## src/logic/ccrl_pkg.sv

```systemverilog
// Package with register map, field positions and shared types of the control/reset block
package ccrl_pkg;
    // Register map (byte addresses)
    localparam logic [31:0] CTRL_ADDR    = 32'h0000_0000;
    localparam logic [31:0] CMD_ADDR     = 32'h0000_0004;
    localparam logic [31:0] IRQ_ADDR     = 32'h0000_0008;
    localparam logic [31:0] STAT_ADDR    = 32'h0000_000C;
    localparam logic [31:0] RXSTART_ADDR = 32'h0000_0010;

    // Control field positions
    localparam int RR_BIT   = 0;
    localparam int RIE_BIT  = 1;
    localparam int TIE_BIT  = 2;
    localparam int EIE_BIT  = 3;
    localparam int OIE_BIT  = 4;
    localparam int ONE_BIT  = 5;
    localparam int SPARE_BIT = 6;
    localparam int RSVD_BIT  = 7;

    // Interrupt flag positions
    localparam int IRQ_RX  = 0;
    localparam int IRQ_TX  = 1;
    localparam int IRQ_ERR = 2;
    localparam int IRQ_OVR = 3;

    localparam logic [7:0]  CMD_READBACK = 8'hFF;
    localparam logic [7:0]  IRQ_RSVD     = 8'hE0;
    localparam logic [1:0]  RESP_OKAY    = 2'b00;
    localparam logic [1:0]  RESP_SLVERR  = 2'b10;

    // Bus-free sequence counts
    localparam int BUSFREE_BITS    = 11;
    localparam int BUSOFF_RECOVERS = 128;

    localparam logic [7:0] PTR_ZERO = 8'h00;

    typedef enum logic [1:0] {
        CCRL_RESET,
        CCRL_WAIT_FREE,
        CCRL_BUS_ON
    } ccrl_mode_t;

    // Events reported by the protocol engine
    typedef struct packed {
        logic rx_ok;
        logic tx_done;
        logic tx_released;
        logic overrun;
        logic err_status;
        logic bus_off;
        logic recessive_bit;
    } ccrl_evt_t;
endpackage

```

## src/logic/ccrl_top.sv

```systemverilog
// Control register, reset-mode sequencing and AXI4-Lite slave of the CAN controller
//
// Decided for this implementation: register access over AXI4-Lite.
`timescale 1ns/1ns
module ccrl_top #(
    parameter int PTR_W = 8
) (
    input  wire logic                 ref_clk,
    input  wire logic                 rstn,
    input  wire logic                 clk_en,
    input  wire logic                 ext_reset_n,
    input  wire ccrl_pkg::ccrl_evt_t  evt,
    input  wire logic                 tx_in_progress,
    input  wire logic                 rx_in_progress,
    input  wire logic [PTR_W-1:0]     fifo_start,
    input  wire logic [31:0]          s_axi_awaddr,
    input  wire logic                 s_axi_awvalid,
    output logic                      s_axi_awready,
    input  wire logic [31:0]          s_axi_wdata,
    input  wire logic [3:0]           s_axi_wstrb,
    input  wire logic                 s_axi_wvalid,
    output logic                      s_axi_wready,
    output logic [1:0]                s_axi_bresp,
    output logic                      s_axi_bvalid,
    input  wire logic                 s_axi_bready,
    input  wire logic [31:0]          s_axi_araddr,
    input  wire logic                 s_axi_arvalid,
    output logic                      s_axi_arready,
    output logic [31:0]               s_axi_rdata,
    output logic [1:0]                s_axi_rresp,
    output logic                      s_axi_rvalid,
    input  wire logic                 s_axi_rready,
    output logic                      reset_mode,
    output logic                      bus_on,
    output logic                      frame_abort,
    output logic [PTR_W-1:0]          rd_ptr,
    output logic [PTR_W-1:0]          wr_ptr,
    output logic                      tx_copy_to_rx,
    output logic                      rx_buf_lock,
    output logic [7:0]                command_strobe_reg,
    output logic                      command_valid,
    output logic                      irq_out
);

    // ========================================================
    // State
    // ========================================================
    logic                    reset_request;
    logic                    overrun_irq_en;
    logic                    error_irq_en;
    logic                    transmit_irq_en;
    logic                    receive_irq_en;
    logic                    spare_bit;
    logic                    ctrl_b7;
    logic                    cause_busoff;
    ccrl_pkg::ccrl_mode_t    mode;
    logic [3:0]              bit_cnt;
    logic [7:0]              free_cnt;
    logic [3:0]              irq_flags;
    logic                    err_prev;
    logic                    busoff_prev;
    logic                    aw_hold;
    logic                    w_hold;
    logic [31:0]             aw_addr;
    logic [31:0]             w_data;
    logic [3:0]              w_strb;

    logic                    next_reset_request;
    logic                    next_overrun_irq_en;
    logic                    next_error_irq_en;
    logic                    next_transmit_irq_en;
    logic                    next_receive_irq_en;
    logic                    next_spare_bit;
    logic                    next_ctrl_b7;
    logic                    next_cause_busoff;
    ccrl_pkg::ccrl_mode_t    next_mode;
    logic [3:0]              next_bit_cnt;
    logic [7:0]              next_free_cnt;
    logic [3:0]              next_irq_flags;
    logic [PTR_W-1:0]        next_rd_ptr;
    logic [PTR_W-1:0]        next_wr_ptr;
    logic                    next_aw_hold;
    logic                    next_w_hold;
    logic [31:0]             next_aw_addr;
    logic [31:0]             next_w_data;
    logic [3:0]              next_w_strb;
    logic                    next_bvalid;
    logic [1:0]              next_bresp;
    logic                    next_rvalid;
    logic [31:0]             next_rdata;
    logic [1:0]              next_rresp;
    logic [7:0]              next_cmd;
    logic                    next_cmd_valid;

    logic                    wr_fire;
    logic                    rd_fire;
    logic [7:0]              ctrl_rd;
    logic [7:0]              wbyte;
    logic                    rr_rise;

    // ========================================================
    // Register read views
    // ========================================================
    always_comb
    begin
        ctrl_rd                      = '0;
        ctrl_rd[ccrl_pkg::RSVD_BIT]  = ctrl_b7;
        ctrl_rd[ccrl_pkg::SPARE_BIT] = spare_bit;
        ctrl_rd[ccrl_pkg::ONE_BIT]   = 1'b1;
        ctrl_rd[ccrl_pkg::OIE_BIT]   = overrun_irq_en;
        ctrl_rd[ccrl_pkg::EIE_BIT]   = error_irq_en;
        ctrl_rd[ccrl_pkg::TIE_BIT]   = transmit_irq_en;
        ctrl_rd[ccrl_pkg::RIE_BIT]   = receive_irq_en;
        ctrl_rd[ccrl_pkg::RR_BIT]    = reset_request;
    end

    assign s_axi_awready = !aw_hold && !s_axi_bvalid;
    assign s_axi_wready  = !w_hold && !s_axi_bvalid;
    assign s_axi_arready = !s_axi_rvalid;
    assign wr_fire = (aw_hold || (s_axi_awvalid && s_axi_awready))
                  && (w_hold || (s_axi_wvalid && s_axi_wready)) && !s_axi_bvalid;
    assign rd_fire = s_axi_arvalid && s_axi_arready;
    assign wbyte   = w_hold ? w_data[7:0] : s_axi_wdata[7:0];
    assign rr_rise = next_reset_request && !reset_request;

    // ========================================================
    // Next-state logic
    // ========================================================
    always_comb
    begin
        logic [31:0] wa;
        logic        wb0;
        wa = aw_hold ? aw_addr : s_axi_awaddr;
        wb0 = w_hold ? w_strb[0] : s_axi_wstrb[0];
        next_aw_hold   = aw_hold;
        next_w_hold    = w_hold;
        next_aw_addr   = aw_addr;
        next_w_data    = w_data;
        next_w_strb    = w_strb;
        next_bvalid    = s_axi_bvalid && !s_axi_bready;
        next_bresp     = s_axi_bresp;
        next_rvalid    = s_axi_rvalid && !s_axi_rready;
        next_rdata     = s_axi_rdata;
        next_rresp     = s_axi_rresp;
        next_cmd       = command_strobe_reg;
        next_cmd_valid = 1'b0;
        next_reset_request   = reset_request;
        next_overrun_irq_en  = overrun_irq_en;
        next_error_irq_en    = error_irq_en;
        next_transmit_irq_en = transmit_irq_en;
        next_receive_irq_en  = receive_irq_en;
        next_spare_bit       = spare_bit;
        next_ctrl_b7         = ctrl_b7;
        next_cause_busoff    = cause_busoff;
        next_irq_flags       = irq_flags;
        next_rd_ptr          = rd_ptr;
        next_wr_ptr          = wr_ptr;
        next_mode            = mode;
        next_bit_cnt         = bit_cnt;
        next_free_cnt        = free_cnt;

        if (s_axi_awvalid && s_axi_awready && !wr_fire)
        begin
            next_aw_hold = 1'b1;
            next_aw_addr = s_axi_awaddr;
        end
        if (s_axi_wvalid && s_axi_wready && !wr_fire)
        begin
            next_w_hold = 1'b1;
            next_w_data = s_axi_wdata;
            next_w_strb = s_axi_wstrb;
        end

        // Software writes
        if (wr_fire)
        begin
            next_aw_hold = 1'b0;
            next_w_hold  = 1'b0;
            next_bvalid  = 1'b1;
            next_bresp   = ccrl_pkg::RESP_OKAY;
            if (wa == ccrl_pkg::CTRL_ADDR)
            begin
                if (wb0)
                begin
                    next_ctrl_b7         = wbyte[ccrl_pkg::RSVD_BIT];
                    next_spare_bit       = wbyte[ccrl_pkg::SPARE_BIT];
                    next_overrun_irq_en  = wbyte[ccrl_pkg::OIE_BIT];
                    next_error_irq_en    = wbyte[ccrl_pkg::EIE_BIT];
                    next_transmit_irq_en = wbyte[ccrl_pkg::TIE_BIT];
                    next_receive_irq_en  = wbyte[ccrl_pkg::RIE_BIT];
                    if (wbyte[ccrl_pkg::RR_BIT])
                    begin
                        next_reset_request = 1'b1;
                        next_cause_busoff  = 1'b0;
                    end
                    else if (ext_reset_n)
                        next_reset_request = 1'b0;
                end
            end
            else if (wa == ccrl_pkg::CMD_ADDR)
            begin
                if (wb0)
                begin
                    next_cmd       = wbyte;
                    next_cmd_valid = 1'b1;
                end
            end
            else if (wa == ccrl_pkg::IRQ_ADDR)
            begin
                if (wb0)
                    next_irq_flags = irq_flags & ~wbyte[3:0];
            end
            else
                next_bresp = ccrl_pkg::RESP_SLVERR;
        end

        // Hardware forces of reset request
        if (!ext_reset_n)
        begin
            next_reset_request = 1'b1;
            next_cause_busoff  = 1'b0;
        end
        if (evt.bus_off)
        begin
            next_reset_request = 1'b1;
            next_cause_busoff  = 1'b1;
        end

        // Pointer reset on entering reset mode; the reset pin gives location zero
        if (next_reset_request && !reset_request)
        begin
            next_rd_ptr = !ext_reset_n ? ccrl_pkg::PTR_ZERO[PTR_W-1:0] : fifo_start;
            next_wr_ptr = !ext_reset_n ? ccrl_pkg::PTR_ZERO[PTR_W-1:0] : fifo_start;
        end

        // Mode sequencing
        case (mode)
            ccrl_pkg::CCRL_RESET:
            begin
                if (!next_reset_request)
                begin
                    next_mode     = ccrl_pkg::CCRL_WAIT_FREE;
                    next_bit_cnt  = '0;
                    next_free_cnt = '0;
                end
            end
            ccrl_pkg::CCRL_WAIT_FREE:
            begin
                if (evt.recessive_bit)
                begin
                    if (bit_cnt == 4'(ccrl_pkg::BUSFREE_BITS - 1))
                    begin
                        next_bit_cnt  = '0;
                        next_free_cnt = free_cnt + 8'h01;
                        if (!cause_busoff)
                            next_mode = ccrl_pkg::CCRL_BUS_ON;
                        else if (free_cnt == 8'(ccrl_pkg::BUSOFF_RECOVERS - 1))
                            next_mode = ccrl_pkg::CCRL_BUS_ON;
                    end
                    else
                        next_bit_cnt = bit_cnt + 4'h1;
                end
                else if (tx_in_progress || rx_in_progress)
                    next_bit_cnt = '0;
            end
            ccrl_pkg::CCRL_BUS_ON:
            begin
            end
            default:
                next_mode = ccrl_pkg::CCRL_RESET;
        endcase
        if (next_reset_request)
            next_mode = ccrl_pkg::CCRL_RESET;

        // Interrupt flags: set wins over clear
        if (receive_irq_en && evt.rx_ok)
            next_irq_flags[ccrl_pkg::IRQ_RX] = 1'b1;
        if (transmit_irq_en && (evt.tx_done || evt.tx_released))
            next_irq_flags[ccrl_pkg::IRQ_TX] = 1'b1;
        if (error_irq_en && ((evt.err_status != err_prev)
                          || (evt.bus_off != busoff_prev)))
            next_irq_flags[ccrl_pkg::IRQ_ERR] = 1'b1;
        if (error_irq_en && evt.bus_off && !busoff_prev)
            next_irq_flags[ccrl_pkg::IRQ_ERR] = 1'b1;
        if (overrun_irq_en && evt.overrun)
            next_irq_flags[ccrl_pkg::IRQ_OVR] = 1'b1;

        // Software reads
        if (rd_fire)
        begin
            next_rvalid = 1'b1;
            next_rresp  = ccrl_pkg::RESP_OKAY;
            next_rdata  = '0;
            if (s_axi_araddr == ccrl_pkg::CTRL_ADDR)
                next_rdata[7:0] = ctrl_rd;
            else if (s_axi_araddr == ccrl_pkg::CMD_ADDR)
                next_rdata[7:0] = ccrl_pkg::CMD_READBACK;
            else if (s_axi_araddr == ccrl_pkg::IRQ_ADDR)
                next_rdata[7:0] = ccrl_pkg::IRQ_RSVD | {4'h0, irq_flags};
            else if (s_axi_araddr == ccrl_pkg::STAT_ADDR)
                next_rdata[7:0] = {5'h00, cause_busoff, bus_on, reset_mode};
            else if (s_axi_araddr == ccrl_pkg::RXSTART_ADDR)
                next_rdata[PTR_W-1:0] = rd_ptr;
            else
                next_rresp = ccrl_pkg::RESP_SLVERR;
        end
    end

    // ========================================================
    // Outputs
    // ========================================================
    assign reset_mode    = (mode == ccrl_pkg::CCRL_RESET);
    assign bus_on        = (mode == ccrl_pkg::CCRL_BUS_ON);
    assign frame_abort   = rr_rise && clk_en;
    assign tx_copy_to_rx = evt.tx_done;
    assign rx_buf_lock   = evt.rx_ok;
    assign irq_out       = |irq_flags;

    // ========================================================
    // Registers
    // ========================================================
    always_ff @(posedge ref_clk or negedge rstn)
    begin
        if (!rstn)
        begin
            reset_request      <= 1'b1;
            overrun_irq_en     <= 1'b0;
            error_irq_en       <= 1'b0;
            transmit_irq_en    <= 1'b0;
            receive_irq_en     <= 1'b0;
            ctrl_b7            <= 1'b0;
            cause_busoff       <= 1'b0;
            mode               <= ccrl_pkg::CCRL_RESET;
            bit_cnt            <= '0;
            free_cnt           <= '0;
            irq_flags          <= '0;
            err_prev           <= 1'b0;
            busoff_prev        <= 1'b0;
            rd_ptr             <= '0;
            wr_ptr             <= '0;
            aw_hold            <= 1'b0;
            w_hold             <= 1'b0;
            aw_addr            <= '0;
            w_data             <= '0;
            w_strb             <= '0;
            s_axi_bvalid       <= 1'b0;
            s_axi_bresp        <= '0;
            s_axi_rvalid       <= 1'b0;
            s_axi_rdata        <= '0;
            s_axi_rresp        <= '0;
            command_strobe_reg <= '0;
            command_valid      <= 1'b0;
        end
        else if (clk_en)
        begin
            reset_request      <= next_reset_request;
            overrun_irq_en     <= next_overrun_irq_en;
            error_irq_en       <= next_error_irq_en;
            transmit_irq_en    <= next_transmit_irq_en;
            receive_irq_en     <= next_receive_irq_en;
            ctrl_b7            <= next_ctrl_b7;
            cause_busoff       <= next_cause_busoff;
            mode               <= next_mode;
            bit_cnt            <= next_bit_cnt;
            free_cnt           <= next_free_cnt;
            irq_flags          <= next_irq_flags;
            err_prev           <= evt.err_status;
            busoff_prev        <= evt.bus_off;
            rd_ptr             <= next_rd_ptr;
            wr_ptr             <= next_wr_ptr;
            aw_hold            <= next_aw_hold;
            w_hold             <= next_w_hold;
            aw_addr            <= next_aw_addr;
            w_data             <= next_w_data;
            w_strb             <= next_w_strb;
            s_axi_bvalid       <= next_bvalid;
            s_axi_bresp        <= next_bresp;
            s_axi_rvalid       <= next_rvalid;
            s_axi_rdata        <= next_rdata;
            s_axi_rresp        <= next_rresp;
            command_strobe_reg <= next_cmd;
            command_valid      <= next_cmd_valid;
        end
    end

    // Spare control bit is outside every reset
    always_ff @(posedge ref_clk)
    begin
        if (clk_en)
            spare_bit <= next_spare_bit;
    end

endmodule // ccrl_top

```

## config.mk

```make
export PLATFORM = sky130hd
export DESIGN_NAME = ccrl_top
export DESIGN_NICKNAME = d
export VERILOG_FILES = /design/src/logic/ccrl_pkg.sv /design/src/logic/ccrl_top.sv
export SDC_FILE = /design/constraint.sdc
export NUM_CORES = 1
export LEC_CHECK = 0
export BUFFER_PORTS_ARGS = -buffer_cell sky130_fd_sc_hd__buf_2
export CAP_MARGIN = 25
export CORE_UTILIZATION = 49
export DETAILED_ROUTE_END_ITERATION = 10
export PLACE_DENSITY = 0.86
export SLEW_MARGIN = 0
export SYNTH_ARGS = -nofsm -noshare
export SYNTH_HDL_FRONTEND = slang
export SYNTH_SLANG_ARGS = --single-unit
```

## constraint.sdc

```tcl
create_clock -name ref_clk -period 2.6 [get_ports ref_clk]
set_input_delay 0.13 -clock ref_clk [delete_from_list [all_inputs] [get_ports ref_clk]]
set_output_delay 0.13 -clock ref_clk [all_outputs]
set_load 0.03 [all_outputs]
```

Word level (Yosys, flattened, before mapping)

Index checks and enable logic that the tools add are counted.

Add/sub/neg operators: 2
Equal/unequal tests: 32
Muxes and demuxes: 64
Bitwise logic cells: 3
Reduce and logical (&&, ||, !) cells: 69

Operators with widths:

| cell                | count |
|---|---|
| $eq 32x4->1 const B | 3 |
| $mux 8              | 10 |
| $eq 32x3->1 const B | 2 |
| $logic_not 32->1    | 2 |
| $mux 4              | 9 |
| $eq 32x5->1 const B | 1 |
| $mux 32             | 1 |
| $mux 1              | 28 |
| $mux 2              | 13 |
| $reduce_and 6->1    | 4 |
| $reduce_bool 2->1   | 12 |
| $reduce_and 5->1    | 4 |
| $logic_and 1x1->1   | 19 |
| $ne 3x1->1 const B  | 6 |
| $pmux 8 s2          | 1 |
| $ne 2x1->1 const B  | 7 |
| $reduce_and 2->1    | 7 |
| $logic_not 1->1     | 9 |
| $ne 3x3->1 const B  | 3 |
| $reduce_bool 3->1   | 3 |
| $add 8x1->8 const B | 1 |
| $eq 8x7->1 const B  | 1 |
| $pmux 4 s2          | 1 |
| $reduce_and 4->1    | 2 |
| other kinds (14)    | 21 |

Register bits: 102
Bits of input ports: 126
Output and inout port bits: 72
Logic and storage cells: 200

Depth between registers and ports, before layout

Depth after elaboration: 11
Depth in mapped cells: 10

Least setup slack after synthesis

Ideal clock, no wire load.

Path kind: register -> register
Start point: reg aw_hold
End point: reg command_strobe_reg[4]
Library setup time: 0.127 ns
Arrival time: 2.274 ns
Required time: 2.473 ns
Setup slack: 0.198 ns
Cell stages (with the launch flop): 10
Buffers on the path: 2
Path through: dfrtp_1 buf_6 nor4_2 nand4_1 nor4_4 o21ai_2 nor4_4 and2_4 buf_6 mux2_1

Longest elaborated chain between the ends: 7

Ends and longest elaborated chain:

| item                                                            | line            | source |
|---|---|---|
| start: declaration                                              | ccrl_top.sv:62  | `logic aw_hold;` |
| start signal: assignment                                        | ccrl_top.sv:371 | `aw_hold <= next_aw_hold;` |
| parallel branches: the longest is 6 deep, another holds $mux 32 | -               |  |
| $reduce_and 5->1 (no line) *                                    | -               |  |
| end signal: assignment                                          | ccrl_top.sv:381 | `command_strobe_reg <= next_cmd;` |
| end: declaration                                                | ccrl_top.sv:40  | `output logic [7:0] command_strobe_reg,` |

Every way passes the cells marked *.
A chain may end at the register's enable or synchronous reset.

Final worst setup path

Start point: reg aw_hold
End point: reg free_cnt[0]

Longest elaborated chain between the ends: 11

Ends and longest elaborated chain:

| item                                                            | line            | source |
|---|---|---|
| parallel branches: the longest is 6 deep, another holds $mux 32 | -               |  |
| $mux 1 *                                                        | ccrl_top.sv:175 | `if (wr_fire)` |
| $mux 1 *                                                        | ccrl_top.sv:218 | `if (!ext_reset_n)` |
| $mux 1 *                                                        | ccrl_top.sv:223 | `if (evt.bus_off)` |
| $ne 2x2->1 (no line) *                                          | -               |  |
| $reduce_and 5->1 (no line) *                                    | -               |  |
| end signal: assignment                                          | ccrl_top.sv:365 | `free_cnt <= next_free_cnt;` |
| end: declaration                                                | ccrl_top.sv:58  | `logic [7:0] free_cnt;` |

Marks and branches as above.

==> flow_summary.ini <==
[outcome]
status = complete, but fails checks
violations = setup timing

[sta]
drv_slew = 0
fin_skew_ns = 0.0117
rsz0062_at_grt = true
fmax_mhz = 384
tns_ns = -0.00467
setup_violations = 1
final-hold-violation-count = 0
layout_setup_ws_ns = -0.00467
worst_pin_slew_ns = 0.644
relSlewSlack_pct = 57.0
hold_ws_ns = 0.0101
min_period_ns = 2.60
min_period_over_period_pct = 100

[worst_hold_path]
hold_start = s_axi_awaddr[9]
min_path_type = input port to register

[pwr]
clock_power_share_pct = 21.8
power_leakage_uw = 0.00309
p_sw_share_pct = 33.8
p_sw_uw = 1510
power_density_mw_per_mm2 = 709
ir_worst_vdd_v = 0.000391
p_seq_share_pct = 49.4
comb_power_share_pct = 28.9
intPower_uw = 2960

[logic_synthesis]
syn_inst = 481
postSynth.asyncResetShare_pct = 99.0
synth_seq_cells = 100
yosys.area.top_type = dfrtp_1
synth_compound_area_share_pct = 12.1
synth_mux_area_share_pct = 13.3
yosys.area.top_type_share_pct = 47.5
synthAdderAreaFrac_pct = 0.727
synth_top_family_by_area = simple AND/OR/NAND/NOR gates
syn_area_per_cell_um2 = 10.7
yosysWarnings = 0
synth_edf_count = 1
yosysUniqueCellTypes = 65
synth.area.top_cells = dfrtp_1 (47%), mux2_2 (12%), buf_4 (5.2%)
synth_area_mm2 = 0.00516
ys_seq_area_share_pct = 48.6
synth_flop_cell = dfrtp_1
synth_xor_xnor_area_share_pct = 1.19
synth-simple-area-share_pct = 15.3

[clock_tree]
htreeDepth = 3
clock_path_buffers = 2
cts.clk_slew.worst_paths_ns = 0.10
cts.sinks = 100
cts-root-buf = clkbuf_8
cts_made_buffers = 9
clk_latency_ns = 0.37
tritoncts = built

[layout]
regMostFlops = aw_addr
final_common_cell = buf_2
n_antenna_cell = 0
syn_to_final_growth_pct = 22.1
final_cell_mix = buf_2 (142), dfrtp_1 (97), mux2_2 (56)
nNetsFinal = 767
largest_reg_flops = 32
stdcell_area_mm2 = 0.00631
final_util_pct = 61.4
final_cells = 779
drive_above_1_share_pct = 41.8

[drt]
postRouteAntennaNets = 0
dr.pass1.iters = 4
vias = 4227
vias_per_cell = 5.43
remaining_drc_errors = 0
drt_first_iter_violations = 272
drt-total-wl_um = 13000
wire_per_inst_um = 16.7

[placement]
place_area_mm2 = 0.00589
port_buffers = 144
dp_hpwl_um = 9430
placed_cells = 747
gp_congestion = 0.856

[floorplan]
boundaryPins = 198
num_rows = 37
die-height_um = 105
die-area_mm2 = 0.0110
initial_core_util_pct = 50.2
die_x_um = 105
fp.coreArea_mm2 = 0.0103

[global_route]
grt_usage_pct = 24.4
grt_pass1_wl_um = 21000
grt_max_degree = 87
antenna_found_initial = 0
grt_pass1_vias = 4381
overflow = 0

[worst_setup_path]
cp-start-kind = register
path_cells = nor4b_2 > nand4_1 > a2111oi_4 > o211ai_4 > buf_12 > o211ai_4 > and2_4 > nand2b_4 > mux2_4
cp_top_family = simple AND/OR/NAND/NOR gates
rrSetupSlack_ns = -0.005
crit_path_max_incr_delay_ns = 0.50
crit_path_top_delay_cell = a2111oi_4
crit_start = aw_hold
endpoint_kind = register
cpMostUsedCell = o211ai_4
worst-path-buf-inv = 1
crit_required_ns = 2.86
worstPathArrival_ns = 2.86
path_max_fanout = 6
worst-setup-path-type = register to register
regToRegStartpoint = aw_hold

[run]
cap_violations = 0
-- cell families (layout without fill, tap and decap cells) --
| kind of cell | Yosys count | count (layout) |
|---|---|---|
| adder cells (fa/ha/maj) | 3 | 3 |
| multiplexers | 61 | 61 |
| buffers and inverters | 76 | 213 |
| AND/OR/NAND/NOR | 145 | 145 |
| flip-flops | 100 | 100 |
| other | 1 | 26 |
| XOR/XNOR | 7 | 7 |
| AO/OA/AOI/OAI | 88 | 88 |
-- synth_stat cells, drive strengths merged, types with 4 or more instances --
master,number
dfrtp,98
mux2,58
nand2,44
buf,42
o21ai,38
nor2,30
inv,22
nor4,22
a21oi,15
nand3,14
clkbuf,12
nand4,8
nor3,5
o211ai,5
xnor2,5
and2,4
nor2b,4
o31ai,4
-- final timing paths --
check,endpoint,cells past startpoint
min in group asynchronous,aw_addr[25],2
min reg2reg,s_axi_rdata[7],2
min,aw_addr[9],2
max in group asynchronous,wr_ptr[6],4
max,free_cnt[0],9
max reg2reg,free_cnt[0],9
-- cell type report --
class,count,area [µm²]
Clock inverter,4,50.0
Tap cell,136,170
Sequential cell,100,2510
Multi-Input combinational cell,330,2340
Fill cell,853,3970
Clock buffer,12,135
Inverter,22,82.6
Timing Repair Buffer,175,1020
-- stage by stage --
step | setup slack, ns | power (µW)
floorplan | 0.198 | 3110
global placement | 0.0788 | 3380
detailed placement | 0.0168 | 3470
CTS | 0.00506 | 4450
global route | -0.130 | 4700
finish | -0.00467 | 4470
-- layer usage --
metal / up-vias / wire length, µm / track usage [%]
li1: 1967 / - / -
met1: 2087 / 5350 / 29.7
met2: 146 / 6740 / 42.5
met3: 27 / 642 / 4.74
met4: 0 / 297 / 9.66
met5: - / 0 / 0
-- power by group through the flow --
stage | sequential (µW) | combinational (µW) | clock [µW]
floorplan | 2240 | 865 | 0
global route | 2250 | 1390 | 1060
CTS | 2190 | 1280 | 986
finish | 2210 | 1290 | 972
global placement | 2180 | 1200 | 0
detailed placement | 2220 | 1260 | 0
-- timing repair --
action	4_1_cts	5_1_grt
gates resized for setup	4	7
endpoints found under the setup margin	6	28
endpoints found under the hold margin	6	0
setup buffers	5	5
hold buffers	5	0
pin swaps	5	6
(Power assumes the default switching activity.)
